$ cat src/hw/adc_seq_consts.svh
`ifndef ADC_SEQ_CONSTS_SVH
`define ADC_SEQ_CONSTS_SVH

// Widths and FIFO depth
`define RES_W 12
`define DAC_W 10
`define FIFO_DEPTH 16
`define EDGE_CNT_W 5

// Conversion timing, in conversion-clock rising edges
`define CONV_EDGES 13
`define BUSY_DROP_EDGE 14
`define PUSH_A_EDGE 13
`define PUSH_B_EDGE 14

// Start-strobe setup before a conversion-clock edge
`define START_SETUP_NS 10
`define SYS_CLK_MHZ 200
`define START_SETUP_CYC ((`START_SETUP_NS * `SYS_CLK_MHZ + 999) / 1000)
`define SETUP_CNT_W 4

// Configuration word layout
`define WSEL_BIT 11
`define CFG_C0_BIT 0
`define CFG_C1_BIT 1
`define CFG_PSEUDO_BIT 2
`define CFG_NAP_BIT 3

// Reset values
`define DAC_RESET 10'h3FF
`define CFG_RESET 4'h0

// Pin synchroniser lanes
`define PIN_N 5
`define PIN_CONV 0
`define PIN_CLK 1
`define PIN_CS 2
`define PIN_RD 3
`define PIN_WR 4
`define PIN_IDLE 5'h1D

// Edge count loaded by the starting edge
`define FIRST_EDGE 5'h01

// Input selects
`define SEL_P0 2'h0
`define SEL_N1 2'h1
`define SEL_P1 2'h2
`define SEL_N0 2'h0

`endif

$ cat src/hw/adc_seq_pkg.sv
`default_nettype none
`include "adc_seq_consts.svh"

package adc_seq_pkg;

	typedef enum logic [1:0] {
		ST_IDLE,
		ST_WAIT_EDGE,
		ST_CONVERT
	} seq_state_t;

	typedef struct packed {
		logic nap;
		logic pseudo;
		logic c1;
		logic c0;
	} cfg_t;

	// Positive: 0 pair0+, 1 pair1-, 2 pair1+; negative: 0 common, 1 pair1-
	typedef struct packed {
		logic [1:0] pos;
		logic [1:0] neg;
	} mux_sel_t;

	typedef struct packed {
		logic [`RES_W-1:0] a;
		logic [`RES_W-1:0] b;
	} result_pair_t;

endpackage : adc_seq_pkg

`default_nettype wire

$ cat src/hw/adc_seq.sv
`default_nettype none
`include "adc_seq_consts.svh"

////////////////////////////////////////////////////////////////////////////////
// Result FIFO
module result_fifo #(
	parameter int WIDTH = `RES_W,
	parameter int DEPTH = `FIFO_DEPTH
) (
	// Clock and reset
	input wire logic clock,
	input wire logic nrst,
	input wire logic clk_en,
	// Fill side
	input wire logic in_valid,
	output logic in_ready,
	input wire logic [WIDTH-1:0] in_data,
	// Drain side
	output logic out_valid,
	input wire logic out_ready,
	output logic [WIDTH-1:0] out_data
);
	localparam int AW = $clog2(DEPTH);

	logic [WIDTH-1:0] mem [DEPTH];
	logic [AW-1:0] wr_ptr_r;
	logic [AW-1:0] rd_ptr_r;
	logic [AW:0] count_r;
	wire push = in_valid && in_ready;
	wire pop = out_valid && out_ready;

	assign in_ready = count_r != (AW+1)'(DEPTH);
	assign out_valid = count_r != '0;
	assign out_data = mem[rd_ptr_r];

	always_ff @(posedge clock) begin
		if (clk_en && push) begin
			mem[wr_ptr_r] <= in_data;
		end
	end

	always_ff @(posedge clock or negedge nrst) begin
		if (!nrst) begin
			wr_ptr_r <= '0;
			rd_ptr_r <= '0;
			count_r <= '0;
		end else if (clk_en) begin
			if (push) wr_ptr_r <= wr_ptr_r + 1'b1;
			if (pop) rd_ptr_r <= rd_ptr_r + 1'b1;
			if (push && !pop) count_r <= count_r + 1'b1;
			else if (pop && !push) count_r <= count_r - 1'b1;
		end
	end
endmodule : result_fifo

////////////////////////////////////////////////////////////////////////////////
// Behaviour
// - A conversion completes thirteen conversion-clock periods after its start edge.
// - Busy falls just after the fourteenth rising conversion-clock edge; the code keeps it high while the result FIFO is full.
// - Busy rises promptly after start strobe falls, except in nap mode.
// - Conversion starts on first clock edge at least 10 ns after strobe.
// - Both converters hold at one instant, each giving a 12-bit result.
// - Each converter picks one of two differential pairs.
// - Pseudo mode uses common input as negative, one of three as positive.
// - A host-writable 10-bit reference DAC code sets the reference output.
// - Host loads configuration words through the write strobe.
// - Twelve converting cycles, one precharge, two sampling: fifteen per sample.
// - Chip select high ignores read and write strobes and releases the data bus.
// - Write captures on strobe rise; read drives data after strobe falls.
module adc_seq
	import adc_seq_pkg::*;
(
	// Clock, reset and enable
	input wire logic clock,
	input wire logic nrst,
	input wire logic clk_en,
	// Converter pins
	input wire logic conversion_clock,
	input wire logic conversion_start_n,
	output logic busy,
	// Parallel port
	input wire logic cs_n,
	input wire logic rd_n,
	input wire logic wr_n,
	input wire logic [`RES_W-1:0] data_in,
	output logic [`RES_W-1:0] data_out,
	output logic data_oe,
	// Analog front end
	input wire logic [`RES_W-1:0] sample_a,
	input wire logic [`RES_W-1:0] sample_b,
	output logic hold,
	output logic precharge,
	output mux_sel_t mux_sel,
	output logic [`DAC_W-1:0] reference_dac_code
);
	////////////////////////////////////////////////////////////////////////////
	// Pin synchronisers
	logic [`PIN_N-1:0] pin_s1_r;
	logic [`PIN_N-1:0] pin_s2_r;
	logic [`PIN_N-1:0] pin_prev_r;
	// Data bus synchroniser, aligned with the strobe lanes
	logic [`RES_W-1:0] din_s1_r;
	logic [`RES_W-1:0] din_s2_r;
	wire [`PIN_N-1:0] pin_raw = {wr_n, rd_n, cs_n, conversion_clock,
		conversion_start_n};

	always_ff @(posedge clock or negedge nrst) begin
		if (!nrst) begin
			pin_s1_r <= `PIN_IDLE;
			pin_s2_r <= `PIN_IDLE;
			pin_prev_r <= `PIN_IDLE;
			din_s1_r <= '0;
			din_s2_r <= '0;
		end else if (clk_en) begin
			pin_s1_r <= pin_raw;
			pin_s2_r <= pin_s1_r;
			pin_prev_r <= pin_s2_r;
			din_s1_r <= data_in;
			din_s2_r <= din_s1_r;
		end
	end

	wire [`PIN_N-1:0] pin_fall = pin_prev_r & ~pin_s2_r;
	wire [`PIN_N-1:0] pin_rise = ~pin_prev_r & pin_s2_r;
	wire selected = !pin_s2_r[`PIN_CS];
	wire start_fall = pin_fall[`PIN_CONV];
	wire cclk_rise = pin_rise[`PIN_CLK];
	wire rd_fall = pin_fall[`PIN_RD] && selected;
	wire wr_rise = pin_rise[`PIN_WR] && selected;

	////////////////////////////////////////////////////////////////////////////
	// Configuration and reference DAC
	cfg_t cfg_r;
	logic [`DAC_W-1:0] dac_r;
	wire dac_write = wr_rise && din_s2_r[`WSEL_BIT];
	wire cfg_write = wr_rise && !din_s2_r[`WSEL_BIT];

	always_ff @(posedge clock or negedge nrst) begin
		if (!nrst) begin
			cfg_r <= `CFG_RESET;
			dac_r <= `DAC_RESET;
		end else if (clk_en) begin
			if (dac_write) dac_r <= din_s2_r[`DAC_W-1:0];
			if (cfg_write) begin
				cfg_r.c0 <= din_s2_r[`CFG_C0_BIT];
				cfg_r.c1 <= din_s2_r[`CFG_C1_BIT];
				cfg_r.pseudo <= din_s2_r[`CFG_PSEUDO_BIT];
				cfg_r.nap <= din_s2_r[`CFG_NAP_BIT];
			end
		end
	end

	assign reference_dac_code = dac_r;

	// Channel selection
	wire [1:0] csel = {cfg_r.c1, cfg_r.c0};
	wire [1:0] pos_diff = cfg_r.c1 ? `SEL_P1 : `SEL_P0;
	wire [1:0] neg_diff = cfg_r.c1 ? `SEL_N1 : `SEL_N0;
	wire [1:0] pos_pseudo = (csel == 2'h1) ? `SEL_N1 :
		(csel == 2'h2) ? `SEL_P1 : `SEL_P0;
	assign mux_sel.pos = cfg_r.pseudo ? pos_pseudo : pos_diff;
	assign mux_sel.neg = cfg_r.pseudo ? `SEL_N0 : neg_diff;

	////////////////////////////////////////////////////////////////////////////
	// Conversion sequencer
	seq_state_t state_r;
	seq_state_t state_nxt;
	logic [`SETUP_CNT_W-1:0] setup_r;
	logic [`EDGE_CNT_W-1:0] edge_r;
	logic busy_r;
	logic hold_r;
	result_pair_t res_r;
	logic fifo_in_ready;

	wire setup_met = setup_r >= `SETUP_CNT_W'(`START_SETUP_CYC);
	wire start_edge = (state_r == ST_WAIT_EDGE) && cclk_rise && setup_met;
	wire push_a = (state_r == ST_CONVERT) && (edge_r == `PUSH_A_EDGE - 1);
	wire push_b = (state_r == ST_CONVERT) && (edge_r == `PUSH_B_EDGE - 1);
	wire push_edge = (push_a || push_b) && cclk_rise;
	wire edge_step = (state_r == ST_CONVERT) && cclk_rise &&
		(!(push_a || push_b) || fifo_in_ready);
	wire last_edge = edge_step && (edge_r == `BUSY_DROP_EDGE - 1);

	always_comb begin
		state_nxt = state_r;
		case (state_r)
			ST_IDLE: begin
				if (start_fall) state_nxt = ST_WAIT_EDGE;
			end
			ST_WAIT_EDGE: begin
				if (start_edge) state_nxt = ST_CONVERT;
			end
			ST_CONVERT: begin
				if (last_edge) state_nxt = ST_IDLE;
			end
			default: state_nxt = ST_IDLE;
		endcase
	end

	always_ff @(posedge clock or negedge nrst) begin
		if (!nrst) begin
			state_r <= ST_IDLE;
			setup_r <= '0;
			edge_r <= '0;
		end else if (clk_en) begin
			state_r <= state_nxt;
			if (state_r != ST_WAIT_EDGE) setup_r <= '0;
			else if (!setup_met) setup_r <= setup_r + 1'b1;
			if (start_edge) edge_r <= `FIRST_EDGE;
			else if (edge_step) edge_r <= edge_r + 1'b1;
		end
	end

	always_ff @(posedge clock or negedge nrst) begin
		if (!nrst) begin
			busy_r <= 1'b0;
			hold_r <= 1'b0;
			res_r <= '0;
		end else if (clk_en) begin
			if (start_fall && !cfg_r.nap) busy_r <= 1'b1;
			else if (start_edge) busy_r <= 1'b1;
			else if (last_edge) busy_r <= 1'b0;
			if (start_fall) begin
				hold_r <= 1'b1;
				res_r <= {sample_a, sample_b};
			end else if (edge_step && edge_r == `CONV_EDGES - 1) begin
				hold_r <= 1'b0;
			end
		end
	end

	assign busy = busy_r;
	assign hold = hold_r;
	assign precharge = (state_r == ST_CONVERT) &&
		(edge_r == `CONV_EDGES);

	////////////////////////////////////////////////////////////////////////////
	// Result buffer and read port
	logic fifo_out_valid;
	logic [`RES_W-1:0] fifo_out_data;
	logic [`RES_W-1:0] dout_r;
	logic oe_r;

	result_fifo #(
		.WIDTH(`RES_W),
		.DEPTH(`FIFO_DEPTH)
	) u_fifo (
		.clock(clock),
		.nrst(nrst),
		.clk_en(clk_en),
		.in_valid(push_edge),
		.in_ready(fifo_in_ready),
		.in_data(push_a ? res_r.a : res_r.b),
		.out_valid(fifo_out_valid),
		.out_ready(rd_fall),
		.out_data(fifo_out_data)
	);

	always_ff @(posedge clock or negedge nrst) begin
		if (!nrst) begin
			dout_r <= '0;
			oe_r <= 1'b0;
		end else if (clk_en) begin
			oe_r <= selected && !pin_s2_r[`PIN_RD];
			if (rd_fall && fifo_out_valid) dout_r <= fifo_out_data;
		end
	end

	assign data_out = dout_r;
	assign data_oe = oe_r;
endmodule : adc_seq

`default_nettype wire

$ cat config.mk
export PLATFORM = sky130hd
export DESIGN_NAME = adc_seq
export DESIGN_NICKNAME = d
export VERILOG_FILES = /design/src/hw/adc_seq_pkg.sv /design/src/hw/adc_seq.sv
export VERILOG_INCLUDE_DIRS = /design/src /design/src/hw
export SDC_FILE = /design/constraint.sdc
export NUM_CORES = 1
export LEC_CHECK = 0
export ABC_AREA = 1
export BUFFER_PORTS_ARGS = -buffer_cell sky130_fd_sc_hd__buf_2
export CAP_MARGIN = 15
export CORE_ASPECT_RATIO = 1.25
export CORE_MARGIN = 2
export CORE_UTILIZATION = 60
export CTS_CLUSTER_DIAMETER = 200
export DETAILED_ROUTE_END_ITERATION = 8
export PLACE_DENSITY = 0.89
export SLEW_MARGIN = 20
export SYNTH_ARGS = -nofsm -noshare
export SYNTH_HDL_FRONTEND = slang
export SYNTH_SLANG_ARGS = --single-unit
$ cat constraint.sdc
create_clock -name clock -period 5.2 [get_ports clock]
set_input_delay 0.26 -clock clock [delete_from_list [all_inputs] [get_ports clock]]
set_output_delay 0.26 -clock clock [all_outputs]
set_load 0.005 [all_outputs]
==> impl_metrics.ini <==
[place]
dp.cells = 1414
gp_congestion = 0.854
portBuffers = 71
dp_hpwl_um = 16900
dpl_cell_area_um2 = 13100

[routing]
dr.pass1.iters = 6
drtIter0Drc = 1196
m1WireLength_um = 10600
vias_per_cell = 6.12
met3_length_um = 2430
vias = 9204
maxUsedRoutingLayer = met4
wl_per_cell_um = 21.2
met2_length_um = 16800
drc = 0
wl_um = 31800
ant_nets = 0

[cells_and_area]
layout_commonest_cell = nand2_1
layout-drive-gt1-share_pct = 15.2
utilization_pct = 69.6
multiInputGateArea_um2 = 3480
fin_cells = 1503
n_fill_cell = 1246
design_area_um2 = 14400
final_cell_mix = nand2_1 (219), edfxtp_1 (192), nor2_1 (175), o21ai_0 (139), dfrtp_1 (90)
area_growth_pct = 14.9
antenna_cells = 0
layout.nets = 1268
regArea_um2 = 8620

[synth]
synthesis.area_um2 = 12500
ys_types = 27
avgSynthCellArea_um2 = 11.2
synth.largest_area_cell = edfxtp_1
yosysWarnings = 0
synth-edff-count = 192
post_synth_main_area_contributors = edfxtp_1 (46%), dfrtp_1 (18%), nand2_1 (6.6%), o21ai_0 (5.6%), nor2_1 (5.5%)
synth-seq-cells = 305
synth_top_area_share_pct = 46.0
async_flop_share_pct = 37.0
synthFlopType = edfxtp_1
seq_area_frac_synth_pct = 68.8
syn_nets = 1173
synth_cells = 1114

[timing]
period_needed_ns = 3.21
setup_viol = 0
worstMarginPinSlew_ns = 1.17
finClkSkew_ns = 0.0295
hold_viol_final = 0
slew_violations = 0
rsz0062_at_grt = no
tns_ns = 0
finalCritPeriodShare_pct = 61.8
hold_ws_ns = 0.00412
fmax_ghz = 0.311
slew_headroom_pct = 21.4

[critical_path]
crit_type = flop to flop
end_kind = flop
cp_max_fo = 14
startpoint_type = flop
crit_top_cell = inv_1
crit_slowest_cell = nor2_1
worstPathRequired_ns = 5.34
crit_buf_inv = 3
crit_arrival_ns = 3.35
cp_slowest_stage_delay_ns = 0.85
cp_top_family = simple AND/OR/NAND/NOR gates
crit_chain = inv_1 -> ha_1 -> inv_1 -> nor2_1 -> nand3_2 -> nand2_1 -> inv_1 -> nor3_4 -> nand2_1 -> nor2_1

[global_routing]
grt_pass1_wl_um = 49100
grt_usage_pct = 29.0
antenna_found_initial = 0
grt_max_degree = 100
grt_pass1_vias = 9331
grt_overflow = 0

[floorplanning]
ios = 74
coreArea_um2 = 20700
die_h_um = 166
die_x_um = 133
die_area_um2 = 22000
num_rows = 59
start_util_pct = 60.6

[hold_path]
hold_class = input port to flop

[pwr]
powerDensity_nw_per_um2 = 502
cellLeakagePower_uw = 0.00573
vdd_drop_max_mv = 0.347

[clock_tree]
htreeDepth = 1
ctsLongestPathBuffers = 3
clk_latency_ns = 0.55
numCtsBuffers = 27
cts_tree = done
post_cts_resized = 0
root_buffer = clkbuf_16
postCtsSetupRepairBufs = 0
clock_sinks = 305
hold_buffers = 40
clkTransAtPathRegs_ns = 0.08

[run_status]
status = finished clean

[job]
maxCapViolCount = 0
synthesized netlist by cell type (all sizes together) (2+ instances only):
master  count
o21ai     139
nor3        2
clkbuf     30
inv        53
dfstp      21
xor2       12
dfrtp      92
o211ai     48
buf        26
a21oi       5
edfxtp    192
mux2       24
nand2     220
nand4       5
ha         14
nor2      184
nand3      43
sequential cells by signal, summed over array words and instances, names as in the netlist, 5 cells and up:
name	count
data_out	12
din_s1_r	11
din_s2_r	11
edge_r	5
pin_s1_r	5
pin_s2_r	5
reference_dac_code	10
res_r	24
u_fifo.count_r	5
u_fifo.mem	192
layer usage:
metal,vias up,global-route usage (%)
li1,3991,-
met2,613,52.5
met3,136,4.43
met5,-,0
met4,0,17.4
met1,4464,32.5
cell families (layout without fill, tap and decap cells):
logic type | count (synthesis) | count (layout) | synth area share (%)
simple gates | 456 | 456 | 14.4
flops | 305 | 305 | 68.8
compound gates | 192 | 192 | 8.63
buf+inv | 109 | 224 | 3.50
mux | 24 | 24 | 2.16
fa+ha+maj | 15 | 15 | 1.56
xor+xnor | 12 | 12 | 0.839
other cells | 1 | 1 | 0.0300
stage by stage:
stage	setup slack [ns]	power, µW
2_1_floorplan	2.76	4440
3_3_place_gp	2.10	4930
3_5_place_dp	1.98	5050
4_1_cts	1.96	7100
5_1_grt	1.78	7520
6_report	1.99	7220
power by group:
| group | leakage, µW | switching (µW) | internal [µW] | total (µW) |
|---|---|---|---|---|
| Combinational | 0.00224 | 1330 | 618 | 1950 |
| Clock | 0.000439 | 898 | 1150 | 2050 |
| Sequential | 0.00305 | 252 | 2970 | 3220 |
| Total | 0.00573 | 2480 | 4740 | 7220 |
final cells by class:
type / instances / area share [%]
Timing Repair Buffer: 122 / 5.85
Clock buffer: 36 / 5.43
Tap cell: 274 / 2.38
Clock inverter: 13 / 0.800
Sequential cell: 305 / 59.9
Inverter: 53 / 1.38
Multi-Input combinational cell: 700 / 24.2
path summary, 6_finish.rpt:
path / start / end / slack [ns] / depth (start not counted)
max: edge_r[0] / u_fifo.mem[6][4] / 1.99 / 10
min: sample_b[8] / res_r[8] / 0.004 / 2
max reg2reg: edge_r[0] / u_fifo.mem[6][4] / 1.99 / 10
min reg2reg: pin_s1_r[0] / pin_s1_r[0] / 0.47 / 2
max in group asynchronous: nrst / edge_r[3] / 3.64 / 3
min in group asynchronous: nrst / res_r[19] / 0.25 / 2
Note: power is estimated with default switching activity, not from simulation.
